===== src/core/psra_regs.svh =====
`ifndef PSRA_REGS_SVH
`define PSRA_REGS_SVH
// Contract
// shift only while frame enable low
// sample input line on shift rises
// host shift clock at most 20 MHz
// frame is exactly 24 bits
// flags: read, bank, page/reg, side
// bank 0 analog, 1 digital
// digital: 0 page access, 1 register
// link page side 0 B, 1 A
// output changes on falls, host samples rises
// analog pages via 0012h/04h, 0011h/ffh
// selected page stays selected
// analog read: select page, read flag
// window in 002h-004h, three frames
// window decodes to seven digital pages
// digital register write uses bank+page/reg
// digital read with three flags set
// direct page by bank+side, A10, A11
// 5001h write reaches decimation page A
// host keeps sampling clock running
// host keeps side flag 0 paging
// frame shifted msb first
// read byte on last eight periods
`define PSRA_FRAME_BITS  24
`define PSRA_HDR_BITS    16
`define PSRA_BIT_RW      23
`define PSRA_BIT_BANK    22
`define PSRA_BIT_PR      21
`define PSRA_BIT_SIDE    20
`define PSRA_ADDR_HI     19
`define PSRA_ADDR_LO     8
`define PSRA_A_PAGE      10
`define PSRA_A_CHAN      11
`define PSRA_ADR_WIN_LO  12'h002
`define PSRA_ADR_WIN_MID 12'h003
`define PSRA_ADR_WIN_HI  12'h004
`define PSRA_ADR_CONV    12'h011
`define PSRA_ADR_MAST    12'h012
`define PSRA_VAL_MAST    8'h04
`define PSRA_VAL_CONV    8'hff
`define PSRA_WIN_OFF     16'h6100
`define PSRA_WIN_GAIN    16'h6105
`define PSRA_WIN_MAIN    16'h6800
`define PSRA_WIN_LINK    16'h6900
`define PSRA_WIN_MID_B   8'h01
`define PSRA_SYS_NS      10
`define PSRA_SCLK_NS     160
`define PSRA_HALF_CYC    ((`PSRA_SCLK_NS / `PSRA_SYS_NS) / 2)
`endif


===== src/core/psra_pkg.sv =====
package psra_pkg;
    typedef enum logic [8:0] {
        TGT_NONE = 9'h001,
        TGT_MAST = 9'h002,
        TGT_CONV = 9'h004,
        TGT_OFF  = 9'h008,
        TGT_GAIN = 9'h010,
        TGT_MAIN = 9'h020,
        TGT_LINK = 9'h040,
        TGT_DEC  = 9'h080,
        TGT_PDET = 9'h100
    } psra_target_e;
    typedef enum logic [2:0] {
        APG_NONE = 3'h1,
        APG_MAST = 3'h2,
        APG_CONV = 3'h4
    } psra_apage_e;
    typedef enum logic [5:0] {
        HS_IDLE = 6'h01,
        HS_LEAD = 6'h02,
        HS_HIGH = 6'h04,
        HS_LOW  = 6'h08,
        HS_TAIL = 6'h10,
        HS_GAP  = 6'h20
    } psra_hstate_e;
endpackage


===== src/core/psra_link_if.sv =====
`timescale 1ns/1ps
interface psra_link_if;
    logic frameEnableN;
    logic shiftClk;
    logic serialInLine;
    logic serialOutLine;
    modport device (
        input  frameEnableN,
        input  shiftClk,
        input  serialInLine,
        output serialOutLine
    );
    modport host (
        output frameEnableN,
        output shiftClk,
        output serialInLine,
        input  serialOutLine
    );
endinterface // psra_link_if


===== src/core/psra_device.sv =====
`timescale 1ns/1ps
`include "psra_regs.svh"
module psra_device
    import psra_pkg::*;
(
    // clock and reset
    input  wire logic         sys_clk,
    input  wire logic         sys_rst,
    // serial link
    psra_link_if.device       link,
    // access to register owner
    output logic              accValid,
    output logic              accRead,
    output psra_target_e      accTarget,
    output logic              accChanB,
    output logic [11:0]       accAddr,
    output logic [7:0]        accData,
    // read byte, one cycle after a read access
    input  wire logic [7:0]   rdData,
    // page state
    output psra_apage_e       analogPage,
    output logic [23:0]       pageWindow
);
    localparam int NB = `PSRA_FRAME_BITS;

    // pin synchronisers, third stage is edge history
    logic [2:0]  clkSync_reg;
    logic [2:0]  enSync_reg;
    logic [1:0]  dinSync_reg;
    logic [4:0]  bitCnt_reg;
    logic [23:0] shiftIn_reg;
    logic        readFrame_reg;
    logic        hdrEvt_reg;
    logic [1:0]  waitRd_reg;
    logic [7:0]  outByte_reg;
    logic        sdo_reg;
    logic [7:0]  winLo_reg;
    logic [7:0]  winMid_reg;
    logic [7:0]  winHi_reg;
    logic [7:0]  conv_reg;
    logic [7:0]  mast_reg;

    always_ff @(posedge sys_clk) begin
        if (sys_rst) begin
            clkSync_reg <= 3'h0;
            enSync_reg  <= 3'h7;
            dinSync_reg <= 2'h0;
        end else begin
            clkSync_reg <= {clkSync_reg[1:0], link.shiftClk};
            enSync_reg  <= {enSync_reg[1:0], link.frameEnableN};
            dinSync_reg <= {dinSync_reg[0], link.serialInLine};
        end
    end

    // edges and frame state
    wire frameOn = ~enSync_reg[1];
    wire clkRise = clkSync_reg[1] & ~clkSync_reg[2];
    wire clkFall = ~clkSync_reg[1] & clkSync_reg[2];
    wire enRise  = enSync_reg[1] & ~enSync_reg[2];
    wire stepIn  = clkRise & frameOn & (bitCnt_reg < 5'(NB));
    wire hdrNow  = stepIn & (bitCnt_reg == 5'(`PSRA_HDR_BITS - 1));
    wire full    = bitCnt_reg == 5'(NB);
    wire commit  = enRise & full & ~readFrame_reg;

    // frame view: header alone after 16 bits, whole word after 24
    wire [23:0] fv = full ? shiftIn_reg : {shiftIn_reg[15:0], 8'h00};
    wire        isRead = fv[`PSRA_BIT_RW];
    wire        isDig  = fv[`PSRA_BIT_BANK];
    wire        isReg  = fv[`PSRA_BIT_PR];
    wire        side   = fv[`PSRA_BIT_SIDE];
    wire [11:0] addr   = fv[`PSRA_ADDR_HI:`PSRA_ADDR_LO];
    wire [7:0]  din    = fv[7:0];

    // direct pages: digital bank, page access, side flag set
    wire isDirect = isDig & ~isReg & side;
    wire hitWinLo = addr == `PSRA_ADR_WIN_LO;
    wire hitWinMd = addr == `PSRA_ADR_WIN_MID;
    wire hitWinHi = addr == `PSRA_ADR_WIN_HI;
    wire hitConv  = addr == `PSRA_ADR_CONV;
    wire hitMast  = addr == `PSRA_ADR_MAST;
    wire hitAny   = hitWinLo | hitWinMd | hitWinHi | hitConv | hitMast;
    wire isGen    = ~isReg & ~isDirect & hitAny;

    // digital page from the 24-bit window
    wire [23:0] win = {winHi_reg, winMid_reg, winLo_reg};
    wire [15:0] winKey = {win[23:16], win[7:0]};
    wire        winChB = win[15:8] == `PSRA_WIN_MID_B;
    wire        winMidOk = (win[15:8] == 8'h00) | winChB;
    wire        pgOff  = winMidOk & (winKey == `PSRA_WIN_OFF);
    wire        pgGain = winMidOk & (winKey == `PSRA_WIN_GAIN);
    wire        pgMain = winMidOk & (winKey == `PSRA_WIN_MAIN);
    wire        pgLink = (win[15:8] == 8'h00) & (winKey == `PSRA_WIN_LINK);

    psra_target_e digTgt;
    psra_target_e anaTgt;
    psra_target_e tgt;
    logic         tgtChB;

    // selected digital page target
    always_comb begin
        digTgt = TGT_NONE;
        if (pgOff) begin
            digTgt = TGT_OFF;
        end else if (pgGain) begin
            digTgt = TGT_GAIN;
        end else if (pgMain) begin
            digTgt = TGT_MAIN;
        end else if (pgLink) begin
            digTgt = TGT_LINK;
        end
    end

    // selected analog page target
    always_comb begin
        case (analogPage)
            APG_MAST: anaTgt = TGT_MAST;
            APG_CONV: anaTgt = TGT_CONV;
            default:  anaTgt = TGT_NONE;
        endcase
    end

    // route the frame to a target and channel
    always_comb begin
        tgt    = TGT_NONE;
        tgtChB = 1'b0;
        if (isDirect) begin
            tgt    = addr[`PSRA_A_PAGE] ? TGT_PDET : TGT_DEC;
            tgtChB = addr[`PSRA_A_CHAN];
        end else if (!isDig) begin
            tgt = anaTgt;
        end else if (isReg) begin
            tgt    = digTgt;
            tgtChB = pgLink ? ~side : winChB;
        end
    end

    // readback of locally held page registers
    wire [7:0] genByte = hitWinLo ? winLo_reg :
                         hitWinMd ? winMid_reg :
                         hitWinHi ? winHi_reg :
                         hitConv  ? conv_reg : mast_reg;

    // input shifter, msb first
    always_ff @(posedge sys_clk) begin
        if (sys_rst || !frameOn) begin
            bitCnt_reg  <= 5'h00;
            shiftIn_reg <= 24'h000000;
        end else if (stepIn) begin
            bitCnt_reg  <= bitCnt_reg + 5'h01;
            shiftIn_reg <= {shiftIn_reg[22:0], dinSync_reg[1]};
        end
    end

    // header event, one cycle after the 16th bit lands
    always_ff @(posedge sys_clk) begin
        if (sys_rst) begin
            hdrEvt_reg <= 1'b0;
        end else begin
            hdrEvt_reg <= hdrNow;
        end
    end

    // read flag held for the rest of the frame
    always_ff @(posedge sys_clk) begin
        if (sys_rst || enRise) begin
            readFrame_reg <= 1'b0;
        end else if (hdrEvt_reg) begin
            readFrame_reg <= isRead;
        end
    end

    // page window and analog page registers, kept until rewritten
    always_ff @(posedge sys_clk) begin
        if (sys_rst) begin
            winLo_reg  <= 8'h00;
            winMid_reg <= 8'h00;
            winHi_reg  <= 8'h00;
            conv_reg   <= 8'h00;
            mast_reg   <= 8'h00;
            analogPage <= APG_NONE;
        end else if (commit && isGen) begin
            if (hitWinLo) winLo_reg  <= din;
            if (hitWinMd) winMid_reg <= din;
            if (hitWinHi) winHi_reg  <= din;
            if (hitConv) conv_reg    <= din;
            if (hitMast) mast_reg    <= din;
            if (hitMast && din == `PSRA_VAL_MAST) begin
                analogPage <= APG_MAST;
            end else if (hitConv && din == `PSRA_VAL_CONV) begin
                analogPage <= APG_CONV;
            end
        end
    end

    // access reports: reads after the header, writes at frame end
    wire reportRd = hdrEvt_reg & isRead & ~isGen;
    wire reportWr = commit & ~isGen;

    always_ff @(posedge sys_clk) begin
        if (sys_rst) begin
            accValid  <= 1'b0;
            accRead   <= 1'b0;
            accTarget <= TGT_NONE;
            accChanB  <= 1'b0;
            accAddr   <= 12'h000;
            accData   <= 8'h00;
        end else begin
            accValid <= reportRd | reportWr;
            if (reportRd || reportWr) begin
                accRead   <= reportRd;
                accTarget <= tgt;
                accChanB  <= tgtChB;
                accAddr   <= addr;
                accData   <= reportRd ? 8'h00 : din;
            end
        end
    end

    // owner answers in the cycle after its access pulse, so take it one later
    always_ff @(posedge sys_clk) begin
        if (sys_rst) begin
            waitRd_reg <= 2'h0;
        end else begin
            waitRd_reg <= {waitRd_reg[0], reportRd};
        end
    end

    // output byte on the eight falls that follow rises 16 to 23 of a read frame
    wire driveOut = clkFall & frameOn & readFrame_reg &
                    (bitCnt_reg >= 5'(`PSRA_HDR_BITS)) & ~full;

    always_ff @(posedge sys_clk) begin
        if (sys_rst || !frameOn) begin
            outByte_reg <= 8'h00;
            sdo_reg     <= 1'b0;
        end else if (hdrEvt_reg && isRead && isGen) begin
            outByte_reg <= genByte;
        end else if (waitRd_reg[1]) begin
            outByte_reg <= rdData;
        end else if (driveOut) begin
            sdo_reg     <= outByte_reg[7];
            outByte_reg <= {outByte_reg[6:0], 1'b0};
        end
    end

    assign link.serialOutLine = sdo_reg;
    assign pageWindow = win;
endmodule // psra_device


===== src/flat_wrapper.sv =====
// flat-port wrapper written by rule: the top's interface ports become plain ports
module psra_device_flat import psra_pkg::*;
  (sys_clk, sys_rst, accValid, accRead, accTarget, accChanB, accAddr, accData, rdData, analogPage, pageWindow, link_frameEnableN, link_shiftClk, link_serialInLine, link_serialOutLine);
  psra_link_if link_i ();
  input  wire logic sys_clk;
  input  wire logic sys_rst;
  output logic accValid;
  output logic accRead;
  output psra_target_e accTarget;
  output logic accChanB;
  output logic [11:0] accAddr;
  output logic [7:0] accData;
  input  wire logic [7:0] rdData;
  output psra_apage_e analogPage;
  output logic [23:0] pageWindow;
  input wire logic [$bits(link_i.frameEnableN)-1:0] link_frameEnableN;
  input wire logic [$bits(link_i.shiftClk)-1:0] link_shiftClk;
  input wire logic [$bits(link_i.serialInLine)-1:0] link_serialInLine;
  output wire logic [$bits(link_i.serialOutLine)-1:0] link_serialOutLine;
  assign link_i.frameEnableN = link_frameEnableN;
  assign link_i.shiftClk = link_shiftClk;
  assign link_i.serialInLine = link_serialInLine;
  assign link_serialOutLine = link_i.serialOutLine;
  psra_device u_core (.sys_clk(sys_clk), .sys_rst(sys_rst), .link(link_i), .accValid(accValid), .accRead(accRead), .accTarget(accTarget), .accChanB(accChanB), .accAddr(accAddr), .accData(accData), .rdData(rdData), .analogPage(analogPage), .pageWindow(pageWindow));
endmodule

===== config.mk =====
export PLATFORM = sky130hd
export DESIGN_NAME = psra_device_flat
export DESIGN_NICKNAME = d
export VERILOG_FILES = /design/src/core/psra_pkg.sv /design/src/core/psra_link_if.sv /design/src/core/psra_device.sv /design/src/flat_wrapper.sv
export VERILOG_INCLUDE_DIRS = /design/src /design/src/core
export SDC_FILE = /design/constraint.sdc
export NUM_CORES = 1
export LEC_CHECK = 0
export ABC_AREA = 1
export BUFFER_PORTS_ARGS = -buffer_cell sky130_fd_sc_hd__clkbuf_2
export CORE_MARGIN = 2
export CORE_UTILIZATION = 50
export DETAILED_ROUTE_END_ITERATION = 8
export PLACE_DENSITY_LB_ADDON = 0.25
export SLEW_MARGIN = 20
export SYNTH_ARGS = -nofsm -noshare
export SYNTH_HDL_FRONTEND = slang
export SYNTH_SLANG_ARGS = --single-unit

===== constraint.sdc =====
create_clock -name sys_clk -period 4.55 [get_ports sys_clk]
set_clock_uncertainty 0.1 [all_clocks]
set_input_delay 0.2275 -clock sys_clk [delete_from_list [all_inputs] [get_ports sys_clk]]
set_output_delay 0.2275 -clock sys_clk [all_outputs]
set_load 0.05 [all_outputs]

==> run_results.csv, run 1 <==
group,metric,value,unit
cts,cts_resized,0,
yosys,postSynthCellCount,919,
drt,drt_iter0_drc,509,
sta,maxSlewViolCount,0,
drt,vias,5893,
die,die_height,114,µm
drt,finalWirelength,16.6,mm
die,coreArea,12000,µm²
finish,drive_gt1_frac,0.147,
cts,cts.path.max_buffers,2,
sta,holdWs,0.117,ns
worst_setup_path,worstSetupStartpointType,"flip-flop",
sta,worst_pin_slew,1.05,ns
global_routing,antenna_found_initial,0,
worst_setup_path,cp.required,4.75,ns
min_path,hp-class,"in -> reg",
global_routing,gr-total-overflow,0,
sta,period_needed,3.62,ns
die,start_util,0.510,
power,power.density,352,nW/µm²
placement,gp_congestion,0.941,
drt,via_per_inst,5.16,
yosys,netlist_area,6100,µm²
power,leakagePower,3.43,nW
yosys,synth_top_cell_area_share,0.410,
finish,register_area,2500,µm²
worst_setup_path,critPathMaxFanout,33,
flow_run,maxCapViolCount,0,
global_routing,grt_pass1_vias,5296,
sta,fin_ws,0.933,ns
worst_setup_path,crit_path_max_incr_delay,0.43,ns
power,combPwrFrac,0.015,
die,rows,40,
power,intPower,0.00201,W
drt,avgRoutedWirePerCell,14.6,µm
yosys,synthArstFlopShare,0,
sta,fin_tns_setup,0,ns
yosys,ys_seq_area_frac,0.410,
min_path,whs_path_depth,7,
worst_setup_path,cpMostUsedCell,"nand2_1",
worst_setup_path,path_cells,"inv_1 -> ha_1 -> nand2_1 -> nor2_4 -> nand2_1 -> nand2_1 -> nand2_1 -> nor2_2 -> nand3_4 -> nand2_2 -> nor2_4 -> nand2_8 -> nand2_4 -> o21ai_4 -> inv_2 -> nand2_1 -> o21ai_0",
worst_setup_path,path_delay_family,"simple AND/OR/NAND/NOR gates",
yosys,ys_ff_latch,125,
global_routing,grt_pass1_wl,26.7,mm
sta,finalSetupViolCount,0,
min_path,whs_endpoint,"u_core.outByte_reg[0]",
placement,place_area,6500,µm²
yosys,yosysWarnings,0,
worst_setup_path,cp_num_buf_inv,2,
worst_setup_path,slowest_stage,"nand2_1",
global_routing,grtUsageTotal,0.263,
placement,dp_slack,0.951,ns
finish,multiInputGateArea,2980,µm²
cts,clk_pin_slew,0.05,ns
yosys,synth.most_common_cell,"nand2_1",
finish,largest_reg_flops,24,
yosys,yosys-top-cells-area,"dfxtp_1 (41%), nand2_1 (14%), nor2_1 (9.6%)",
min_path,worstHoldStart,"rdData[0]",
yosys,syn-num-nets,935,
cts,cts_tree,"done",
power,switchingPower,0.000495,W
worst_setup_path,reg2reg_from,"u_core.bitCnt_reg[0]",
worst_setup_path,crit_type,"reg -> reg",
die,io-pin-count,73,
sta,rsz0062_at_grt,"no",
yosys,synth_cell_types,35,
power,vdd_ir_drop_max,0.000249,V
global_routing,grt_max_degree,67,
sta,period_share,0.795,
yosys,synth_ff_type,"dfxtp_1",
power,clockPowerShare,0.546,
sta,final_hold_viol_count,0,
cts,clock-root-buffer,"clkbuf_16",
die,die_w,114,µm
run_status,status,"completed",
cts,cts-htree-levels,4,
finish,syn_to_final_growth,16.9,%
worst_setup_path,endpoint_kind,"flip-flop",
cts,clk_latency,0.42,ns
yosys,yosys.area.top_type,"dfxtp_1",
sta,fmax,276,MHz
cts,post-cts-setup-buffers,0,
power,p_seq_frac,0.439,
drt,drc,0,
power,switching_share,0.197,
worst_setup_path,rrSetupSlack,0.93,ns
finish,insertedDiodeCount,0,
yosys,synth_common_cells,"nand2_1 (235), nor2_1 (156), dfxtp_1 (125), inv_1 (112), nand3_1 (54)",
placement,detailed_place_hpwl,11.4,mm
placement,portBuffers,72,
sta,maxSlewHeadroom,0.295,
cts,numCtsBuffers,17,
worst_setup_path,rr_endpoint,"u_core.accAddr[2]",
finish,fillCellCount,1150,
drt,drtAntennaViolNets,0,
yosys,syn_avg_cell_area,6.64,µm²
yosys,synth_edf_count,0,
cts,cts.sinks,125,
die,dieArea,13100,µm²
worst_setup_path,crit_arrival,3.81,ns
worst_setup_path,ff2ff_path_depth,17,
finish,nets,997,
drt,firstDrtPassIters,5,
finish,postLayoutCellArea,7130,µm²
cell families (layout without fill, tap and decap cells):
family | count (synthesis) | count (layout) | share of synthesized area
and+or+nand+nor | 526 | 526 | 0.386
DFF | 125 | 125 | 0.410
adders and majority gates | 3 | 3 | 0.00616
AOI/OAI and AO/OA | 111 | 111 | 0.0952
buffers and inverters | 154 | 229 | 0.102
routing by layer:
metal / global-route usage / vias up / part of all wire
met4: 0.0959 / 0 / 0.023
li1: - / 3015 / -
met5: 0 / - / 0
met3: 0.0577 / 26 / 0.057
met1: 0.353 / 2685 / 0.45
met2: 0.417 / 167 / 0.47
layout by cell type, fill, tap and decap left out, types with 2 or more instances in the layout:
cell type | netlist | final
clkinv_2 | 0 | 2
o21ai_1 | 5 | 5
buf_4 | 0 | 5
nor2_2 | 8 | 9
nand3_4 | 2 | 2
nor3_2 | 2 | 2
nand4_1 | 33 | 33
clkbuf_16 | 0 | 17
dlygate4sd3_1 | 0 | 3
nor2_4 | 7 | 7
nor3_1 | 6 | 6
inv_2 | 4 | 5
clkbuf_8 | 0 | 3
nor4_1 | 5 | 5
o21ai_0 | 53 | 53
nand2_2 | 7 | 7
nand3_1 | 54 | 54
ha_1 | 3 | 3
nand2_1 | 235 | 235
nand2_4 | 4 | 4
clkbuf_1 | 22 | 6
dfxtp_1 | 125 | 125
bufinv_16 | 0 | 3
inv_1 | 112 | 111
or2_2 | 2 | 2
a21oi_1 | 46 | 46
nand3b_1 | 2 | 2
nor2_1 | 156 | 155
clkbuf_2 | 0 | 72
final cells by class:
type	count	share of cell area
Clock buffer	26	0.0686
Multi-Input combinational cell	640	0.418
Timing Repair Buffer	80	0.0600
Inverter	117	0.0616
Sequential cell	125	0.351
Tap cell	147	0.0258
Clock inverter	6	0.0151
worst reg2reg max path, cell delays in order, from the launching register on:
cell     delay [ns]
dfxtp_1        0.31
inv_1          0.10
ha_1           0.17
nand2_1        0.09
nor2_4         0.33
nand2_1        0.16
nand2_1        0.43
nand2_1        0.13
nor2_2         0.15
nand3_4        0.22
nand2_2        0.15
nor2_4         0.06
nand2_8        0.11
nand2_4        0.09
o21ai_4        0.35
inv_2          0.09
nand2_1        0.34
o21ai_0        0.13
power groups by stage:
| stage | sequential (W) | combinational [W] | clock (W) |
|---|---|---|---|
| 2_1_floorplan | 0.00112 | 0.0000233 | 0 |
| 6_report | 0.00110 | 0.0000378 | 0.00137 |
| 5_1_grt | 0.00110 | 0.0000413 | 0.00144 |
| 3_3_place_gp | 0.00112 | 0.0000351 | 0 |
| 4_1_cts | 0.00110 | 0.0000377 | 0.00138 |
| 3_5_place_dp | 0.00112 | 0.0000353 | 0 |
stage by stage:
stage	total power, W	util	std cells
final	0.00251	0.596	1141
after global routing	0.00258	0.596	1141
after CTS	0.00252	0.596	1141
after detailed placement	0.00116	0.543	1106
after global placement	0.00116	0.543	1106
after floorplan	0.00115	-	919
worst max-delay path by stage:
stage          slack [ns]  cells after the start                 end                  from
3_5_place_dp         0.95                     17   u_core.accAddr[0]  u_core.bitCnt_reg[0]
4_1_cts              0.95                     17   u_core.accAddr[0]  u_core.bitCnt_reg[0]
2_1_floorplan        2.06                     16  u_core.conv_reg[0]  u_core.bitCnt_reg[0]
6_report             0.93                     17   u_core.accAddr[2]  u_core.bitCnt_reg[0]
3_3_place_gp         1.08                     17   u_core.accAddr[0]  u_core.bitCnt_reg[0]
5_1_grt              0.45                     17   u_core.accAddr[7]  u_core.bitCnt_reg[0]
repair_timing:
action	in CTS	in global routing
setup endpoints to repair	0	0
endpoints found under the hold margin	3	0
hold buffers	3	0
Power figures use the tool's default switching activity.
==> inputs of run 2 (changes only) <==
- clock period: 4.55 -> 3.4 ns (I/O delays scaled with it)
==> run_results.csv, run 2 (same netlist as run 1, synthesis figures left out) <==
group,metric,value,unit
worst_setup_path,crit_type,"reg -> reg",
sta,fin_tns_setup,0,ns
cts,numCtsBuffers,17,
drt,drtAntennaViolNets,0,
sta,rsz0062_at_grt,"no",
finish,fillCellCount,1152,
cts,cts_tree,"done",
worst_setup_path,crit_arrival,3.27,ns
worst_setup_path,path_delay_family,"simple AND/OR/NAND/NOR gates",
cts,cts_resized,0,
finish,syn_to_final_growth,19.6,%
cts,clk_latency,0.42,ns
finish,nets,1021,
worst_setup_path,endpoint_kind,"flip-flop",
finish,layout_common_cells,"nand2_1 (235), nor2_1 (155), dfxtp_1 (125), inv_1 (111), clkbuf_2 (72)",
die,start_util,0.510,
finish,largest_reg_flops,24,
worst_setup_path,slowest_stage,"dfxtp_1",
die,coreArea,12000,µm²
global_routing,grt_max_degree,50,
drt,finalWirelength,16.7,mm
sta,finalSetupViolCount,0,
worst_setup_path,path_cells,"inv_1 -> ha_1 -> nand2_1 -> nor2_4 -> nand2_1 -> nand2_1 -> nand2_1 -> nor2_4 -> nand3_1 -> nand2_2 -> nor2_4 -> nand2_8 -> nand2_4 -> o21ai_4 -> inv_2 -> nand2_1 -> o21ai_0",
global_routing,grt_pass1_wl,27.4,mm
finish,utilization,0.610,
placement,dp_slack,0.323,ns
sta,period_needed,3.08,ns
die,die_w,114,µm
drt,drc,0,
sta,holdWs,0.0745,ns
worst_setup_path,worstSetupStartpointType,"flip-flop",
cts,cts-htree-levels,4,
worst_setup_path,cpMostUsedCell,"nand2_1",
sta,maxSlewHeadroom,0.604,
cts,cts.path.max_buffers,2,
drt,vias,6043,
placement,gp_congestion,0.887,
power,power.density,454,nW/µm²
drt,via_per_inst,5.20,
worst_setup_path,ff2ff_path_depth,17,
global_routing,grtUsageTotal,0.269,
finish,mostFrequentLayoutCell,"nand2_1",
sta,fin_ws,0.320,ns
run_status,status,"completed",
placement,portBuffers,72,
placement,detailed_place_hpwl,11.6,mm
flow_run,maxCapViolCount,0,
worst_setup_path,critPathMaxFanout,13,
worst_setup_path,crit_path_max_incr_delay,0.31,ns
die,dieArea,13100,µm²
sta,period_share,0.906,
sta,maxSlewViolCount,0,
drt,firstDrtPassIters,6,
worst_setup_path,cp_num_buf_inv,2,
global_routing,antenna_found_initial,0,
worst_setup_path,path_depth,17,
finish,insertedDiodeCount,0,
min_path,whs_path_depth,7,
worst_setup_path,cp.required,3.59,ns
cts,clk_pin_slew,0.05,ns
power,leakagePower,3.55,nW
die,io-pin-count,73,
drt,avgRoutedWirePerCell,14.4,µm
finish,drive_gt1_frac,0.165,
drt,drt_iter0_drc,535,
power,vdd_ir_drop_max,0.000330,V
sta,fmax,325,MHz
global_routing,gr-total-overflow,0,
cts,cts.sinks,125,
global_routing,grt_pass1_vias,5487,
sta,final_hold_viol_count,0,
cts,clock-root-buffer,"clkbuf_16",
sta,worst_pin_slew,0.593,ns
placement,place_area,6630,µm²
die,rows,40,
finish,postLayoutCellArea,7300,µm²
die,die_height,114,µm
min_path,hp-class,"in -> reg",
## run 2: timing repair
action	in CTS	in global routing
endpoints found under the hold margin	7	0
setup buffers	0	3
hold buffers	7	0
endpoints found under the setup margin	0	1
## run 2: worst register-to-register path, cell delays in order, from the launching register on
cell and delay [ns]:
dfxtp_1 0.31, inv_1 0.11, ha_1 0.18, nand2_1 0.09
nor2_4 0.28, nand2_1 0.12, nand2_1 0.18, nand2_1 0.12
nor2_4 0.18, nand3_1 0.22, nand2_2 0.15, nor2_4 0.05
nand2_8 0.09, nand2_4 0.09, o21ai_4 0.19, inv_2 0.07
nand2_1 0.30, o21ai_0 0.14
## run 2: final cells by class
| cell class | count | area (µm²) | share of cell area |
|---|---|---|---|
| inverters | 117 | 439 | 0.0602 |
| multi-input cells | 640 | 2980 | 0.408 |
| repair buffers | 104 | 618 | 0.0847 |
| clock buffers | 23 | 488 | 0.0669 |
| clock inverters | 7 | 87.6 | 0.0120 |
| well taps | 147 | 184 | 0.0252 |
| flip-flops and latches | 125 | 2500 | 0.343 |
## run 2: per-stage QoR
stage / power [W] / std cells
6_report: 0.00331 / 1163
5_1_grt: 0.00340 / 1163
3_3_place_gp: 0.00155 / 1123
3_5_place_dp: 0.00155 / 1123
4_1_cts: 0.00332 / 1160
2_1_floorplan: 0.00153 / 919
## run 2: path summary, 6_finish.rpt
check	slack [ns]	to	startpoint
worst max-delay path	0.32	u_core.accAddr[7]	u_core.bitCnt_reg[0]
worst min-delay path	0.07	u_core.outByte_reg[0]	rdData[0]
worst max register to register	0.32	u_core.accAddr[7]	u_core.bitCnt_reg[0]
worst min register to register	0.30	u_core.waitRd_reg[1]	u_core.waitRd_reg[0]
## run 2: power by group
| group | internal (W) | total (W) | switching, W |
|---|---|---|---|
| combinational | 0.0000186 | 0.0000555 | 0.0000369 |
| sequential | 0.00147 | 0.00147 | 0.00000217 |
| clock | 0.00114 | 0.00178 | 0.000641 |
| total | 0.00263 | 0.00331 | 0.000680 |
## run 2: routing by layer
metal  share of wire  vias up  track usage
li1                -     3060            -
met1            0.46     2764        0.355
met2            0.46      190        0.432
met3           0.058       29       0.0535
met4           0.022        0        0.104
met5               0        -            0
==> inputs of run 3 (changes only) <==
- GPL_TIMING_DRIVEN: default -> 0
==> run_results.csv, run 3 (same netlist as run 1, synthesis figures left out) <==
group,metric,value,unit
finish,fillCellCount,1145,
die,dieArea,13100,µm²
sta,fin_ws,0.284,ns
global_routing,grt_pass1_wl,28.1,mm
sta,maxSlewHeadroom,0.373,
finish,layout_common_cells,"nand2_1 (234), nor2_1 (156), dfxtp_1 (125), inv_1 (112), clkbuf_2 (72)",
finish,largest_reg_flops,24,
drt,via_per_inst,5.19,
worst_setup_path,worstSetupStartpointType,"flip-flop",
sta,fin_tns_setup,0,ns
die,start_util,0.510,
worst_setup_path,endpoint_kind,"flip-flop",
drt,drtAntennaViolNets,0,
cts,cts_tree,"done",
drt,drt_iter0_drc,457,
worst_setup_path,cp.required,3.65,ns
placement,place_area,6640,µm²
worst_setup_path,critPathMaxFanout,10,
cts,cts-htree-levels,4,
cts,clk_latency,0.42,ns
sta,period_needed,3.12,ns
worst_setup_path,cp_num_buf_inv,4,
global_routing,antenna_found_initial,0,
finish,nets,1030,
drt,avgRoutedWirePerCell,14.7,µm
global_routing,grt_pass1_vias,5635,
die,io-pin-count,73,
sta,finalSetupViolCount,0,
sta,maxSlewViolCount,0,
power,leakagePower,3.50,nW
placement,gp_congestion,0.909,
cts,post-cts-setup-buffers,0,
worst_setup_path,crit_type,"reg -> reg",
placement,detailed_place_hpwl,12.5,mm
cts,cts.path.max_buffers,2,
global_routing,grt_max_degree,17,
cts,cts.sinks,125,
finish,drive_gt1_frac,0.156,
power,power.density,465,nW/µm²
die,rows,40,
die,die_height,114,µm
worst_setup_path,crit_arrival,3.37,ns
placement,portBuffers,72,
drt,finalWirelength,17.3,mm
finish,postLayoutCellArea,7300,µm²
sta,rsz0062_at_grt,"no",
cts,clock-root-buffer,"clkbuf_16",
sta,fmax,321,MHz
drt,vias,6091,
worst_setup_path,crit_path_max_incr_delay,0.41,ns
run_status,status,"completed",
sta,worst_pin_slew,0.938,ns
worst_setup_path,path_delay_family,"simple AND/OR/NAND/NOR gates",
finish,mostFrequentLayoutCell,"nand2_1",
global_routing,grtUsageTotal,0.277,
sta,final_hold_viol_count,0,
die,coreArea,12000,µm²
finish,insertedDiodeCount,0,
drt,drc,0,
min_path,hp-class,"in -> reg",
power,vdd_ir_drop_max,0.000334,V
finish,utilization,0.610,
die,die_w,114,µm
global_routing,gr-total-overflow,0,
finish,syn_to_final_growth,19.7,%
drt,firstDrtPassIters,5,
worst_setup_path,slowest_stage,"o21ai_0",
cts,numCtsBuffers,17,
flow_run,maxCapViolCount,0,
worst_setup_path,path_cells,"inv_1 -> ha_1 -> inv_1 -> nor2_2 -> nand2_4 -> buf_6 -> o21ai_0 -> inv_1 -> nor3_2 -> nor2_2 -> nand2_4 -> nand2_1 -> nor2_2 -> nand2_1 -> a21oi_1",
sta,period_share,0.917,
cts,clk_pin_slew,0.06,ns
placement,dp_slack,0.228,ns
[run 3: changes by cell type in the layout (fill, tap and decap cells not counted), sizes merged]
cell         previous run  this run
clkinvlp                1         4
dlygate4sd3             7         4
bufinv                  2         3
clkbuf                 95       115
buf                    25        15
[run 3: worst paths after layout]
kind | start | endpoint | slack (ns) | depth (start not counted)
worst max-delay path | u_core.bitCnt_reg[0] | u_core.accData[3] | 0.28 | 15
worst min-delay path | rdData[3] | u_core.outByte_reg[3] | 0.07 | 7
worst max register to register | u_core.bitCnt_reg[0] | u_core.accData[3] | 0.28 | 15
worst min register to register | u_core.dinSync_reg[0] | u_core.dinSync_reg[1] | 0.30 | 2
[run 3: per-layer routing]
metal  global-route usage  wire length, µm
met1                0.366             7520
met2                0.440             8110
met5                    0                0
met4                0.106              517
met3               0.0651             1140
[run 3: power breakdown]
part           internal (W)  switching, W  leakage, nW  total (W)
clock               0.00120      0.000664        0.291    0.00187
sequential          0.00147    0.00000211         1.01    0.00147
combinational     0.0000166     0.0000408         2.20  0.0000573
total               0.00269      0.000706         3.50    0.00340
[run 3: worst register-to-register path: stages (launching register included)]
cell and delay (ns):
dfxtp_1 0.31, inv_1 0.10, ha_1 0.18, inv_1 0.05, nor2_2 0.17, nand2_4 0.14, buf_6 0.17, o21ai_0 0.42
inv_1 0.13, nor3_2 0.27, nor2_2 0.14, nand2_4 0.15, nand2_1 0.08, nor2_2 0.34, nand2_1 0.16, a21oi_1 0.15
[run 3: repair_timing]
action                                 CTS  global route
endpoints found under the hold margin    4             0
hold buffers                             4             0
gates resized for setup                  0             2
setup endpoints to repair                0            23
[run 3: per-stage QoR]
step	std cells	hold WS, ns	total power (W)
finish	1174	0.0732	0.00340
global route	1174	0.123	0.00348
CTS	1174	0.0667	0.00341
detailed placement	1138	0.266	0.00156
global placement	1138	0.254	0.00156
floorplan	919	0.174	0.00153
[run 3: area by class of cell]
class	count	area, µm²	share of cell area
well taps	147	184	0.0252
multi-input cells	640	2980	0.408
inverters	117	439	0.0602
repair buffers	76	400	0.0548
clock inverters	11	140	0.0192
flip-flops and latches	125	2500	0.343
clock buffers	21	470	0.0644
plain buffers	37	183	0.0250
